===== src/tsf_pkg.sv =====
/*
   Shared constants for the TDM serial frame front end: frame geometry,
   register map, field positions and timing figures.
   Assumes a single 250 MHz system clock; all pins are asynchronous to it.
*/
`default_nettype none
package tsf_pkg;
   localparam int          TSF_STREAMS      = 8;
   localparam int          TSF_CHAN_BITS    = 8;
   localparam int          TSF_CHANNELS     = 128;
   localparam int          TSF_FRAME_BITS   = TSF_CHANNELS * TSF_CHAN_BITS;
   localparam int          TSF_FIFO_DEPTH   = 16;

   localparam int          TSF_CLK_MHZ      = 250;
   localparam int          TSF_SCLK_KHZ     = 16384;
   localparam int          TSF_BIT_KBPS     = 8192;
   localparam int          TSF_AUX_KHZ      = 4096;
   localparam int          TSF_RST_MIN_NS   = 100;
   localparam int          TSF_RST_MIN_CYC  =
      (TSF_RST_MIN_NS * TSF_CLK_MHZ + 999) / 1000;

   localparam logic [7:0]  TSF_REG_CTRL     = 8'h00;
   localparam logic [7:0]  TSF_REG_STATUS   = 8'h04;
   localparam logic [7:0]  TSF_REG_EVAL     = 8'h08;
   localparam logic [7:0]  TSF_REG_SLIPS    = 8'h0C;

   localparam int          TSF_CTRL_OSB     = 0;
   localparam int          TSF_CTRL_RX_EN   = 1;
   localparam logic [1:0]  TSF_CTRL_RESET   = 2'h0;

   localparam int          TSF_ST_LOCKED    = 0;
   localparam int          TSF_ST_ALT_FMT   = 1;
   localparam int          TSF_ST_OVERRUN   = 2;
   localparam int          TSF_ST_WIDE      = 3;
   localparam int          TSF_ST_HIZ       = 4;

   localparam logic [9:0]  TSF_FMT_SAMPLE   = 10'h200;
   localparam logic [9:0]  TSF_LAST_BIT     = 10'h3FF;
   localparam logic [2:0]  TSF_BYTE_LAST    = 3'h7;
   localparam logic [2:0]  TSF_FETCH_BIT    = 3'h3;
endpackage : tsf_pkg
`default_nettype wire


===== src/tsf_fifo.sv =====
/*
   Synchronous FIFO with valid/ready on both sides.
   Assumes one clock; width and depth are parameters, depth a power of two.
*/
`default_nettype none
module tsf_fifo #(
   parameter int WIDTH = 71,
   parameter int DEPTH = 16
) (
   input  wire logic             clock,
   input  wire logic             sys_rst,
   input  wire logic             in_valid,
   output logic                  in_ready,
   input  wire logic [WIDTH-1:0] in_data,
   output logic                  out_valid,
   input  wire logic             out_ready,
   output logic      [WIDTH-1:0] out_data
);
   localparam int AW = $clog2(DEPTH);

   logic [WIDTH-1:0] mem_ff [DEPTH];
   logic [AW:0]      wr_ptr_ff;
   logic [AW:0]      rd_ptr_ff;
   wire              full  = (wr_ptr_ff[AW] != rd_ptr_ff[AW]) &&
                             (wr_ptr_ff[AW-1:0] == rd_ptr_ff[AW-1:0]);
   wire              empty = (wr_ptr_ff == rd_ptr_ff);
   wire              push  = in_valid && !full;
   wire              pop   = out_valid && out_ready;

   assign in_ready  = !full;
   assign out_valid = !empty;
   assign out_data  = mem_ff[rd_ptr_ff[AW-1:0]];

   always_ff @(posedge clock)
   begin
      if (push)
      begin
         mem_ff[wr_ptr_ff[AW-1:0]] <= in_data;
      end
   end

   always_ff @(posedge clock or posedge sys_rst)
   begin
      if (sys_rst)
      begin
         wr_ptr_ff <= '0;
         rd_ptr_ff <= '0;
      end
      else
      begin
         wr_ptr_ff <= wr_ptr_ff + (AW+1)'(push);
         rd_ptr_ff <= rd_ptr_ff + (AW+1)'(pop);
      end
   end
endmodule : tsf_fifo
`default_nettype wire


===== src/tsf_front_end.sv =====
/*
   Serial front end of a time-slot interchange: eight receive and eight
   transmit TDM streams, frame alignment with format detection, wide pulse
   mode, frame evaluation capture and a small register port.
   Assumes every pin is asynchronous to clock and the serial clock is far
   slower than clock, so each of its edges is seen after synchronising.
*/
// Overview of operation
// - Receive eight serial streams at half the serial clock rate
// - Drive eight three-state serial output streams
// - Shift data with the shared serial clock
// - Wide select picks wide or narrow alignment
// - Narrow mode detects frame sync polarity automatically
// - Wide mode aligns on negative wide pulse
// - Narrow mode uses aux input for offset measurement
// - Device reset clears counters and registers
// - Device reset floats all serial outputs
// - Frames hold 128 channels of eight bits
// - Frame sync sets channel and frame boundaries
// - Drive enable and standby both low floats outputs
`default_nettype none
module tsf_front_end #(
   parameter int STREAMS = tsf_pkg::TSF_STREAMS,
   parameter int DEPTH   = tsf_pkg::TSF_FIFO_DEPTH
) (
   input  wire logic                 clock,
   input  wire logic                 sys_rst,
   input  wire logic                 dev_reset_n,
   input  wire logic                 serial_clk_in,
   input  wire logic [STREAMS-1:0]   serial_in_lines,
   output logic      [STREAMS-1:0]   serial_out_lines,
   output logic      [STREAMS-1:0]   serial_out_oe_n,
   input  wire logic                 frame_sync_in,
   input  wire logic                 frame_eval_or_aux_clock,
   input  wire logic                 wide_pulse_select,
   input  wire logic                 output_drive_enable,
   input  wire logic [7:0]           reg_addr,
   input  wire logic [31:0]          reg_wdata,
   input  wire logic                 reg_wr,
   input  wire logic                 reg_rd,
   output logic      [31:0]          reg_rdata,
   output logic                      rx_valid,
   input  wire logic                 rx_ready,
   output logic      [6:0]           rx_chan,
   output logic      [8*STREAMS-1:0] rx_data,
   output logic                      tx_fetch,
   output logic      [6:0]           tx_chan,
   input  wire logic [8*STREAMS-1:0] tx_chan_data
);
   localparam int SW = STREAMS + 6;
   localparam int DW = 8 * STREAMS;
   localparam int FW = 7 + DW;

   // Shifts one new bit into the low end of every stream byte.
   function automatic logic [DW-1:0] shift_in(input logic [DW-1:0] sh,
                                              input logic [STREAMS-1:0] b);
      logic [DW-1:0] r;
      r = '0;
      for (int s = 0; s < STREAMS; s++)
      begin
         r[8*s +: 8] = {sh[8*s +: 7], b[s]};
      end
      return r;
   endfunction : shift_in

   // Returns the most significant bit of every stream byte.
   function automatic logic [STREAMS-1:0] top_bits(input logic [DW-1:0] sh);
      logic [STREAMS-1:0] r;
      r = '0;
      for (int s = 0; s < STREAMS; s++)
      begin
         r[s] = sh[8*s + 7];
      end
      return r;
   endfunction : top_bits

   // Pin synchroniser: the first stage feeds only the second.
   logic [SW-1:0] pin_s1_ff;
   logic [SW-1:0] pin_s2_ff;
   wire  [SW-1:0] pin_raw = {dev_reset_n, serial_clk_in, frame_sync_in,
                             frame_eval_or_aux_clock, wide_pulse_select,
                             output_drive_enable, serial_in_lines};

   always_ff @(posedge clock or posedge sys_rst)
   begin
      if (sys_rst)
      begin
         pin_s1_ff <= '0;
         pin_s2_ff <= '0;
      end
      else
      begin
         pin_s1_ff <= pin_raw;
         pin_s2_ff <= pin_s1_ff;
      end
   end

   wire [STREAMS-1:0] rx_s   = pin_s2_ff[STREAMS-1:0];
   wire               ode_s  = pin_s2_ff[STREAMS];
   wire               wide_s = pin_s2_ff[STREAMS+1];
   wire               aux_s  = pin_s2_ff[STREAMS+2];
   wire               fs_s   = pin_s2_ff[STREAMS+3];
   wire               sclk_s = pin_s2_ff[STREAMS+4];
   wire               rstn_s = pin_s2_ff[STREAMS+5];

   // Device reset pin clears the whole datapath synchronously.
   wire clr = !rstn_s;

   logic        sclk_prev_ff;
   logic        aux_prev_ff;
   logic        act_prev_ff;
   logic        wide_seen_ff;
   logic        phase_ff;
   logic [9:0]  bit_cnt_ff;
   logic        alt_fmt_ff;
   logic        locked_ff;
   logic        overrun_ff;
   logic [1:0]  ctrl_ff;
   logic [9:0]  eval_ff;
   logic [15:0] slips_ff;
   logic [DW-1:0] rx_sh_ff;
   logic [DW-1:0] tx_sh_ff;
   logic        tx_fetch_ff;
   logic [6:0]  tx_chan_ff;
   logic [STREAMS-1:0] oe_n_ff;
   logic [31:0] rdata_ff;

   wire sclk_rise = sclk_s && !sclk_prev_ff;
   wire aux_rise  = aux_s && !aux_prev_ff;

   // Narrow mode: the idle level of the sync line picks the format.
   wire narrow_act = alt_fmt_ff ? fs_s : !fs_s;
   wire narrow_start = sclk_rise && narrow_act && !act_prev_ff;
   // Wide mode: the aux clock qualifies the low-going pulse.
   wire wide_start = aux_rise && !fs_s && !wide_seen_ff;
   wire frame_start = wide_s ? wide_start : narrow_start;

   // The last bit of a frame falls on the rise that starts the next one.
   wire adv       = sclk_rise && phase_ff;
   wire byte_done = adv && (bit_cnt_ff[2:0] == tsf_pkg::TSF_BYTE_LAST);
   wire fetch_now = adv && (bit_cnt_ff[2:0] == tsf_pkg::TSF_FETCH_BIT);
   wire wrong_pos = frame_start && locked_ff &&
                    (bit_cnt_ff != tsf_pkg::TSF_LAST_BIT);

   wire [DW-1:0] nxt_rx_sh = shift_in(rx_sh_ff, rx_s);
   wire [6:0]    cur_chan  = bit_cnt_ff[9:3];

   // Receive words carry their channel number alongside the eight bytes.
   wire          fifo_in_valid = byte_done && ctrl_ff[tsf_pkg::TSF_CTRL_RX_EN]
                                 && locked_ff;
   wire          fifo_in_ready;
   wire [FW-1:0] fifo_out;
   wire          push_lost = fifo_in_valid && !fifo_in_ready;
   logic         fifo_rst_ff;

   // The FIFO is emptied by either reset; a flop keeps its reset clean.
   always_ff @(posedge clock or posedge sys_rst)
   begin
      if (sys_rst)
      begin
         fifo_rst_ff <= 1'b1;
      end
      else
      begin
         fifo_rst_ff <= clr;
      end
   end

   tsf_fifo #(
      .WIDTH (FW),
      .DEPTH (DEPTH)
   ) u_rx_fifo (
      .clock     (clock),
      .sys_rst   (fifo_rst_ff),
      .in_valid  (fifo_in_valid),
      .in_ready  (fifo_in_ready),
      .in_data   ({cur_chan, nxt_rx_sh}),
      .out_valid (rx_valid),
      .out_ready (rx_ready),
      .out_data  (fifo_out)
   );

   assign rx_chan = fifo_out[FW-1:DW];
   assign rx_data = fifo_out[DW-1:0];

   // Timing state of the serial side.
   always_ff @(posedge clock or posedge sys_rst)
   begin
      if (sys_rst)
      begin
         sclk_prev_ff <= 1'b0;
         aux_prev_ff  <= 1'b0;
         act_prev_ff  <= 1'b0;
         wide_seen_ff <= 1'b0;
         phase_ff     <= 1'b0;
         bit_cnt_ff   <= '0;
         alt_fmt_ff   <= 1'b0;
         locked_ff    <= 1'b0;
      end
      else if (clr)
      begin
         sclk_prev_ff <= sclk_s;
         aux_prev_ff  <= aux_s;
         act_prev_ff  <= 1'b0;
         wide_seen_ff <= 1'b0;
         phase_ff     <= 1'b0;
         bit_cnt_ff   <= '0;
         alt_fmt_ff   <= 1'b0;
         locked_ff    <= 1'b0;
      end
      else
      begin
         sclk_prev_ff <= sclk_s;
         aux_prev_ff  <= aux_s;
         if (sclk_rise)
         begin
            act_prev_ff <= narrow_act;
         end
         wide_seen_ff <= !fs_s && (wide_seen_ff || wide_start);
         if (frame_start)
         begin
            phase_ff   <= 1'b0;
            bit_cnt_ff <= '0;
            locked_ff  <= 1'b1;
         end
         else
         begin
            phase_ff <= phase_ff ^ sclk_rise;
            if (adv)
            begin
               bit_cnt_ff <= bit_cnt_ff + 10'h001;
            end
         end
         if (adv && !wide_s && (bit_cnt_ff == tsf_pkg::TSF_FMT_SAMPLE))
         begin
            alt_fmt_ff <= !fs_s;
         end
      end
   end

   // Serial shifters and the transmit fetch request.
   always_ff @(posedge clock or posedge sys_rst)
   begin
      if (sys_rst)
      begin
         rx_sh_ff    <= '0;
         tx_sh_ff    <= '0;
         tx_fetch_ff <= 1'b0;
         tx_chan_ff  <= '0;
      end
      else if (clr)
      begin
         rx_sh_ff    <= '0;
         tx_sh_ff    <= '0;
         tx_fetch_ff <= 1'b0;
         tx_chan_ff  <= '0;
      end
      else
      begin
         tx_fetch_ff <= fetch_now;
         if (fetch_now)
         begin
            tx_chan_ff <= cur_chan + 7'h01;
         end
         if (adv)
         begin
            rx_sh_ff <= nxt_rx_sh;
         end
         if (byte_done)
         begin
            tx_sh_ff <= tx_chan_data;
         end
         else if (adv)
         begin
            tx_sh_ff <= shift_in(tx_sh_ff, '0);
         end
      end
   end

   assign tx_fetch         = tx_fetch_ff;
   assign tx_chan          = tx_chan_ff;
   assign serial_out_lines = top_bits(tx_sh_ff);
   assign serial_out_oe_n  = oe_n_ff;

   wire float_out = clr ||
      (!ode_s && !ctrl_ff[tsf_pkg::TSF_CTRL_OSB]);

   // Register port: write decode, sticky status and captured figures.
   wire wr_ctrl   = reg_wr && (reg_addr == tsf_pkg::TSF_REG_CTRL);
   wire wr_status = reg_wr && (reg_addr == tsf_pkg::TSF_REG_STATUS);
   wire wr_slips  = reg_wr && (reg_addr == tsf_pkg::TSF_REG_SLIPS);
   wire ovr_clear = wr_status && reg_wdata[tsf_pkg::TSF_ST_OVERRUN];

   always_ff @(posedge clock or posedge sys_rst)
   begin
      if (sys_rst)
      begin
         ctrl_ff    <= tsf_pkg::TSF_CTRL_RESET;
         overrun_ff <= 1'b0;
         eval_ff    <= '0;
         slips_ff   <= '0;
         oe_n_ff    <= '1;
      end
      else if (clr)
      begin
         ctrl_ff    <= tsf_pkg::TSF_CTRL_RESET;
         overrun_ff <= 1'b0;
         eval_ff    <= '0;
         slips_ff   <= '0;
         oe_n_ff    <= '1;
      end
      else
      begin
         oe_n_ff <= {STREAMS{float_out}};
         if (wr_ctrl)
         begin
            ctrl_ff <= reg_wdata[1:0];
         end
         overrun_ff <= push_lost || (overrun_ff && !ovr_clear);
         if (aux_rise && !wide_s)
         begin
            eval_ff <= bit_cnt_ff;
         end
         if (wrong_pos)
         begin
            slips_ff <= slips_ff + 16'h0001;
         end
         else if (wr_slips)
         begin
            slips_ff <= '0;
         end
      end
   end

   wire [31:0] status_word = {27'h0000000, float_out, wide_s, overrun_ff,
                              alt_fmt_ff, locked_ff};
   wire [31:0] read_mux =
      (reg_addr == tsf_pkg::TSF_REG_CTRL)   ? {30'h00000000, ctrl_ff} :
      (reg_addr == tsf_pkg::TSF_REG_STATUS) ? status_word :
      (reg_addr == tsf_pkg::TSF_REG_EVAL)   ? {22'h000000, eval_ff} :
      (reg_addr == tsf_pkg::TSF_REG_SLIPS)  ? {16'h0000, slips_ff} :
      32'h00000000;

   always_ff @(posedge clock or posedge sys_rst)
   begin
      if (sys_rst)
      begin
         rdata_ff <= '0;
      end
      else
      begin
         rdata_ff <= reg_rd ? read_mux : 32'h00000000;
      end
   end

   assign reg_rdata = rdata_ff;
endmodule : tsf_front_end
`default_nettype wire


===== config.mk =====
export PLATFORM = sky130hd
export DESIGN_NAME = tsf_front_end
export DESIGN_NICKNAME = d
export VERILOG_FILES = /design/src/tsf_pkg.sv /design/src/tsf_fifo.sv /design/src/tsf_front_end.sv
export SDC_FILE = /design/constraint.sdc
export NUM_CORES = 1
export LEC_CHECK = 0
export BUFFER_PORTS_ARGS = -buffer_cell sky130_fd_sc_hd__buf_2
export CAP_MARGIN = 20
export CORE_UTILIZATION = 28
export CTS_CLUSTER_DIAMETER = 30
export DETAILED_ROUTE_END_ITERATION = 8
export SLEW_MARGIN = 20
export SYNTH_ARGS = -nofsm -noshare
export SYNTH_HDL_FRONTEND = slang
export SYNTH_SLANG_ARGS = --single-unit

===== constraint.sdc =====
create_clock -name clock -period 19.63 [get_ports clock]
set_input_delay 3.926 -clock clock [delete_from_list [all_inputs] [get_ports clock]]
set_output_delay 3.926 -clock clock [all_outputs]
set_load 0.05 [all_outputs]

# --- Yosys cells after proc, flatten, opt, wreduce, memory -nomap -nowiden ---
# Memories as Yosys holds them, arrays and structs flattened.
# Cells that the tools add are included.
word_totals:
  reg_bits: 244
  inputBits: 123
  mem_bits_ro: 0
  latch_bits: 0
  memories: 1
  ram_bits: 1136
  output_inout_bits: 128
classes:
  mul: 0
  div: 0
  bitwise_logic: 1
  n_eq_ne: 20
  shift: 0
  addsub: 5
  muxes: 38
  reduce_logical: 43
  magnitude_cmp: 0
memory_table:
  columns: ["name", "words", "width", "rd", "rd_clocked_by_memory_dff", "write_ports", "line", "source"]
  rows:
  - ["u_rx_fifo.mem_ff", 16, 71, 1, 0, 1, "tsf_fifo.sv:21", "logic [WIDTH-1:0] mem_ff [DEPTH];"]
op_table:
  columns: ["op", "count"]
  rows:
  - ["$mux W64", 3]
  - ["$mux W16", 8]
  - ["$mux W63", 2]
  - ["$mux W10", 5]
  - ["$logic_and A1 B1 Y1", 27]
  - ["$add A16 B1 Y16 const B", 1]
  - ["$eq A8 B4 Y1 const B", 2]
  - ["$mux W1", 15]
  - ["$mux W7", 2]
  - ["$ne A2 B1 Y1 const B", 7]
  - ["$logic_not A1 Y1", 12]
  - ["$add A10 B1 Y10 const B", 1]
  - ["$add A5 B1 Y5", 2]
  - ["$eq A10 B10 Y1 const B", 1]
  - ["$ne A10 B10 Y1 const B", 1]
  - ["$ne A3 B1 Y1 const B", 3]
  - ["$eq A8 B3 Y1 const B", 1]
  - ["$logic_not A8 Y1", 1]
  - ["$mux W8", 1]
  - ["$add A7 B1 Y7 const B", 1]
  - ["$eq A5 B5 Y1", 1]
  - ["$eq A4 B4 Y1", 1]
  - ["$mux W2", 2]
  - ["$eq A3 B2 Y1 const B", 1]
  - ["4 further kinds", 6]

# --- Depth between registers and ports, before layout ---
logic_depth:
  word_depth: 9
  depth_mapped: 9
  mapped_depth_nobuf: 9

# --- Cells and area by module ---
# From an unflattened synthesis, not the netlist that was laid out.
unflattened:
  hier_cells: 2904
  hier_area_um2: 53510.1
by_module_without_submodules:
  columns: ["module", "n_inst", "cells_per_inst", "area_each_um2", "seq_area_each_um2"]
  rows:
  - ["tsf_fifo", 1, 1955, 43839.5, 34363.0]
  - ["tsf_front_end", 1, 949, 9670.5, 5507.8]

# --- Worst setup path before layout ---
# No wires, ideal clock.
synth_path:
  kind: "flip-flop to flip-flop"
  startpoint: "reg sclk_prev_ff"
  endpoint: "mem u_rx_fifo.mem_ff[0][0] (enable)"
  setup_time_ns: 0.588
  stages_incl_launch_ff: 8
  path_buffers: 0
  path_slack_ns: 12.713
  t_required_ns: 19.042
  t_arrival_ns: 6.330
  cell_sequence: "dfrtp_1 > nand2b_1 > inv_1 > ha_1 > nand4_1 > a21oi_2 > or3b_1 > nor3_1"
synth_via:
  elab_chain_len: 9
synth_lines:
  columns: ["element", "line", "source"]
  rows:
  - ["start, declared", "tsf_front_end.sv:109", "logic sclk_prev_ff;"]
  - ["start signal, assigned", "tsf_front_end.sv:202", "sclk_prev_ff <= sclk_s;"]
  - ["start signal, assigned", "tsf_front_end.sv:213", "sclk_prev_ff <= sclk_s;"]
  - ["$logic_not A1 Y1", "tsf_front_end.sv:128", "wire sclk_rise = sclk_s && !sclk_prev_ff;"]
  - ["$logic_and A1 B1 Y1", "tsf_front_end.sv:128", null]
  - ["$logic_and A1 B1 Y1", "tsf_front_end.sv:139", "wire adv = sclk_rise && phase_ff;"]
  - ["$logic_and A1 B1 Y1", "tsf_front_end.sv:140", "wire byte_done = adv && (bit_cnt_ff[2:0] == tsf_pkg::TSF_BYTE_LAST);"]
  - ["$logic_and A1 B1 Y1", "tsf_front_end.sv:149", "wire fifo_in_valid = byte_done && ctrl_ff[tsf_pkg::TSF_CTRL_RX_EN]"]
  - ["$logic_and A1 B1 Y1", "tsf_front_end.sv:150", "&& locked_ff;"]
  - ["$logic_and A1 B1 Y1", "tsf_fifo.sv:27", "wire push = in_valid && !full;"]
  - ["$mux W1", "tsf_fifo.sv:36", "if (push)"]
  - ["$mux W1 (implied by the code)", "tsf_fifo.sv:38", "mem_ff[wr_ptr_ff[AW-1:0]] <= in_data;"]
  - ["end, declared", "tsf_fifo.sv:21", null]
# Every way passes these cells.

# --- Worst setup path in the final report ---
layout_path:
  startpoint: "reg u_rx_fifo.rd_ptr_ff[0]"
  endpoint: "out rx_data[1]"
layout_via:
  elab_chain_len: 1
layout_lines:
  columns: ["element", "line", "source"]
  rows:
  - ["start, declared", "tsf_fifo.sv:23", "logic [AW:0] rd_ptr_ff;"]
  - ["start signal, assigned", "tsf_fifo.sv:52", "rd_ptr_ff <= rd_ptr_ff + (AW+1)'(pop);"]
  - ["$mem_v2 Z16 W71", null, null]
  - ["end, declared", "tsf_front_end.sv:45", "output logic [8*STREAMS-1:0] rx_data,"]
# Every way passes these cells.

==> impl_metrics.tcl <==
set metrics [dict create \
    status "complete, no violations" \
    comb_power_share_pct 0.8 \
    total_switching_power_w 0.00158 \
    groute.layer.met2.usage_pct 22.7 \
    count_of_different_cell_masters_after_synthesis 55 \
    std_cell_rows 160 \
    sequential_cell_area_um2 39900 \
    rsz0062_at_grt "false" \
    layout-area-overhead-vs-synth_pct 26.3 \
    synth_top_flop_cell "sky130_fd_sc_hd__edfxtp_1" \
    setup_tns_ns 0 \
    drt_iter0_drc 1953 \
    grt_start_max_net_pins 160 \
    setup_viol 0 \
    grt_pass1_vias 29254 \
    cap_viol_max_count 0 \
    die_w_um 439 \
    critPathKind "reg -> out" \
    routability_driven_placement_congestion_ratio 0.703 \
    first_pass_grt_wire_length_um 189000 \
    drt_drc_violations_left 0 \
    die-area_um2 193000 \
    slew_of_the_pin_with_the_lowest_slew_margin_ns 1.02 \
    critPathLaunchType "register" \
    via_count 27038 \
    yosys.area.top_type_share_pct 63.8 \
    gr-usage-met3_pct 3.20 \
    worstHoldPathType "reg -> async" \
    most-common-layout-cells "sky130_fd_sc_hd__edfxtp_1, sky130_fd_sc_hd__clkbuf_16, sky130_fd_sc_hd__mux4_2" \
    clock_tree.htree_level_count 5 \
    ff_latch_count_synth 1366 \
    timing.clock.skew_ns 0.0686 \
    cts-root-buf "sky130_fd_sc_hd__clkbuf_16" \
    initial_antenna_violation_count 9 \
    placed_wire_length_estimate_um 64200 \
    period_share_pct 50.4 \
    period_needed_ns 9.89 \
    clockBufferDepth 4 \
    ys_top_cells_by_area "sky130_fd_sc_hd__edfxtp_1, sky130_fd_sc_hd__mux4_2, sky130_fd_sc_hd__dfrtp_1, sky130_fd_sc_hd__mux2i_1, sky130_fd_sc_hd__a211oi_1" \
    multi_input_area_um2 12600 \
    drt_pre_antenna_iters 7 \
    total_leakage_power_nw 21.7 \
    cts-resized-gates 0 \
    irDropWorstVdd_uv 94.6 \
    cellPowerDensity_nw_per_um2 123 \
    regToRegStartpoint "u_rx_fifo.rd_ptr_ff[0]" \
    vias_per_cell 4.61 \
    p_clk_share_pct 61.4 \
    finish.utilization_pct 35.5 \
    floorplan.initialDensity_pct 28.1 \
    number_of_enable_type_register_cells_in_the_synthesized_netlist 1136 \
    numPlacedInstances 5334 \
    required_ns 15.70 \
    worst-endpoint-arrival_ns 5.96 \
    final_routed_wire_length_divided_by_cell_count_um 21.7 \
    cts_tree "done" \
    whs_ns 0.227 \
    ant_nets 0 \
    synthDominantAreaCellType "sky130_fd_sc_hd__edfxtp_1" \
    ios 251 \
    power_frac_seq_pct 37.8 \
    hold_violations 0 \
    post_synth_inst_count 2750 \
    sequential_to_total_area_share_from_yosys_stat_pct 74.6 \
    layout.cell_area.non_filler_um2 67500 \
    die_height_um 439 \
    cts_made_buffers 301 \
    asyncSetResetFlopFracSynth_pct 16.8 \
    clock_transition_at_the_register_clock_pins_on_the_worst_setup_and_hold_paths_after_cts_ns 0.04 \
    drive_gt1_share_pct 31.3 \
    numClockSinks 1366 \
    total_congestion_overflow 0 \
    grt.busiest_layer "met2" \
    core_um2 190000 \
    cts_post_setup_buffers_inserted 0 \
    yosysWarnings 0 \
    placed_standard_cell_area_um2 57200 \
    max_slew_margin_pct 32.2 \
    final-max-slew-violation-count 0 \
    drt-total-wl_um 127000 \
    p_sw_share_pct 19.0 \
    placement.io_buffers 205 \
    critical_path.max_fanout 47 \
    n_fill_cell 17403 \
    achievable-frequency_mhz 101 \
    clkLatencyLatePin_ns 0.91 \
    fin_nets 3260 \
    final_cell_count_no_fill 5861 \
    r2r-end "u_rx_fifo.mem_ff[0][8]" \
    power.internal_w 0.00672 \
    crit_path_end_kind "output port" \
    synth_area_um2 53500 \
    track_usage_pct 13.1 \
    reg2regPathDepth 8 \
    layout.cells.most_common "sky130_fd_sc_hd__edfxtp_1" \
    synth_area_per_cell_um2 19.4 \
    reg2reg_setup_slack_ns 14.23 \
    use_met1_pct 15.9 \
    cts_hold_buffers 0 \
]
how the worst max path moves through the flow:
stage / from / to / depth (start not counted)
CTS: u_rx_fifo.rd_ptr_ff[0] / rx_data[2] / 7
detailed placement: u_rx_fifo.rd_ptr_ff[0] / rx_data[2] / 7
floorplan: sys_rst / act_prev_ff / 1
finish: u_rx_fifo.rd_ptr_ff[0] / rx_data[1] / 8
global placement: u_rx_fifo.rd_ptr_ff[0] / rx_data[2] / 7
global route: u_rx_fifo.rd_ptr_ff[0] / rx_data[1] / 8
Yosys cell counts, types with 13 or more instances:
library cell                  n
sky130_fd_sc_hd__edfxtp_1  1136
sky130_fd_sc_hd__mux4_2     284
sky130_fd_sc_hd__dfrtp_1    228
sky130_fd_sc_hd__mux2i_1    193
sky130_fd_sc_hd__nor2_1     167
sky130_fd_sc_hd__a211oi_1   134
sky130_fd_sc_hd__a21oi_1     93
sky130_fd_sc_hd__clkbuf_1    73
sky130_fd_sc_hd__nor2b_1     72
sky130_fd_sc_hd__buf_2       51
sky130_fd_sc_hd__nand3_1     38
sky130_fd_sc_hd__nand2_1     32
sky130_fd_sc_hd__buf_4       31
sky130_fd_sc_hd__buf_6       22
sky130_fd_sc_hd__buf_1       20
sky130_fd_sc_hd__nand2b_1    16
sky130_fd_sc_hd__xor2_1      14
sky130_fd_sc_hd__nor3_1      13
state kept, by name, indices dropped and copies added (netlist names), 2 cells and up:
name,count
pin_s2_ff,14
slips_ff,16
reg_rdata,16
tx_chan,7
ctrl_ff,2
bit_cnt_ff,10
u_rx_fifo.rd_ptr_ff,5
pin_s1_ff,14
tx_sh_ff,64
u_rx_fifo.mem_ff,1136
eval_ff,10
rx_sh_ff,56
u_rx_fifo.wr_ptr_ff,5
layout make-up:
| type | count | share of cell area (%) |
|---|---|---|
| multi-input combinational | 1189 | 18.7 |
| tap | 2511 | 4.65 |
| inverter | 12 | 0.0853 |
| antenna | 1 | 0.00371 |
| timing repair buffer | 256 | 2.14 |
| sequential | 1366 | 59.1 |
| clock inverter | 163 | 3.32 |
| clock buffer | 363 | 12.0 |
cells by family (layout without fill, tap and decap cells):
kind of cell | Yosys count | count (layout) | synth area share (%)
AO/OA/AOI/OAI | 274 | 274 | 3.43
XOR/XNOR | 25 | 25 | 0.410
adder cells (fa/ha/maj) | 11 | 11 | 0.257
buffers and inverters | 210 | 794 | 2.12
flip-flops | 1366 | 1366 | 74.6
multiplexers | 477 | 477 | 15.6
other | 1 | 17 | 0.00702
AND/OR/NAND/NOR | 386 | 386 | 3.60
worst max-delay path: stages, from the launching register on:
cell	delay, ns
sky130_fd_sc_hd__dfrtp_4	0.97
sky130_fd_sc_hd__buf_4	0.75
sky130_fd_sc_hd__buf_4	0.83
sky130_fd_sc_hd__buf_4	0.90
sky130_fd_sc_hd__mux4_2	0.60
sky130_fd_sc_hd__nor2b_1	0.14
sky130_fd_sc_hd__a211oi_1	0.28
sky130_fd_sc_hd__a21oi_1	0.17
sky130_fd_sc_hd__buf_2	0.32
per-stage QoR:
stage                     worst slack, ns  total power (W)
after floorplan                      9.69          0.00323
after global placement              10.34          0.00325
after detailed placement            10.32          0.00325
after CTS                            9.38          0.00839
after global routing                 9.15          0.00854
final                                9.74          0.00830
routing by layer:
metal  vias to the layer above  wire length (um)  part of all wire [%]
met3                       240              6670                   5.2
met4                        14              3150                   2.5
met2                       763             65300                    51
met1                     14134             52200                    41
li1                      11887                 -                     -
met5                         -                81                 0.064
power by group through the flow:
stage	Combinational, W	Clock [W]	Sequential (W)
3_5_place_dp	0.0000683	0	0.00319
3_3_place_gp	0.0000675	0	0.00319
5_1_grt	0.0000734	0.00533	0.00313
4_1_cts	0.0000684	0.00518	0.00314
6_report	0.0000662	0.00510	0.00314
2_1_floorplan	0.0000472	0	0.00318
Note: power is estimated with default switching activity, not from simulation.
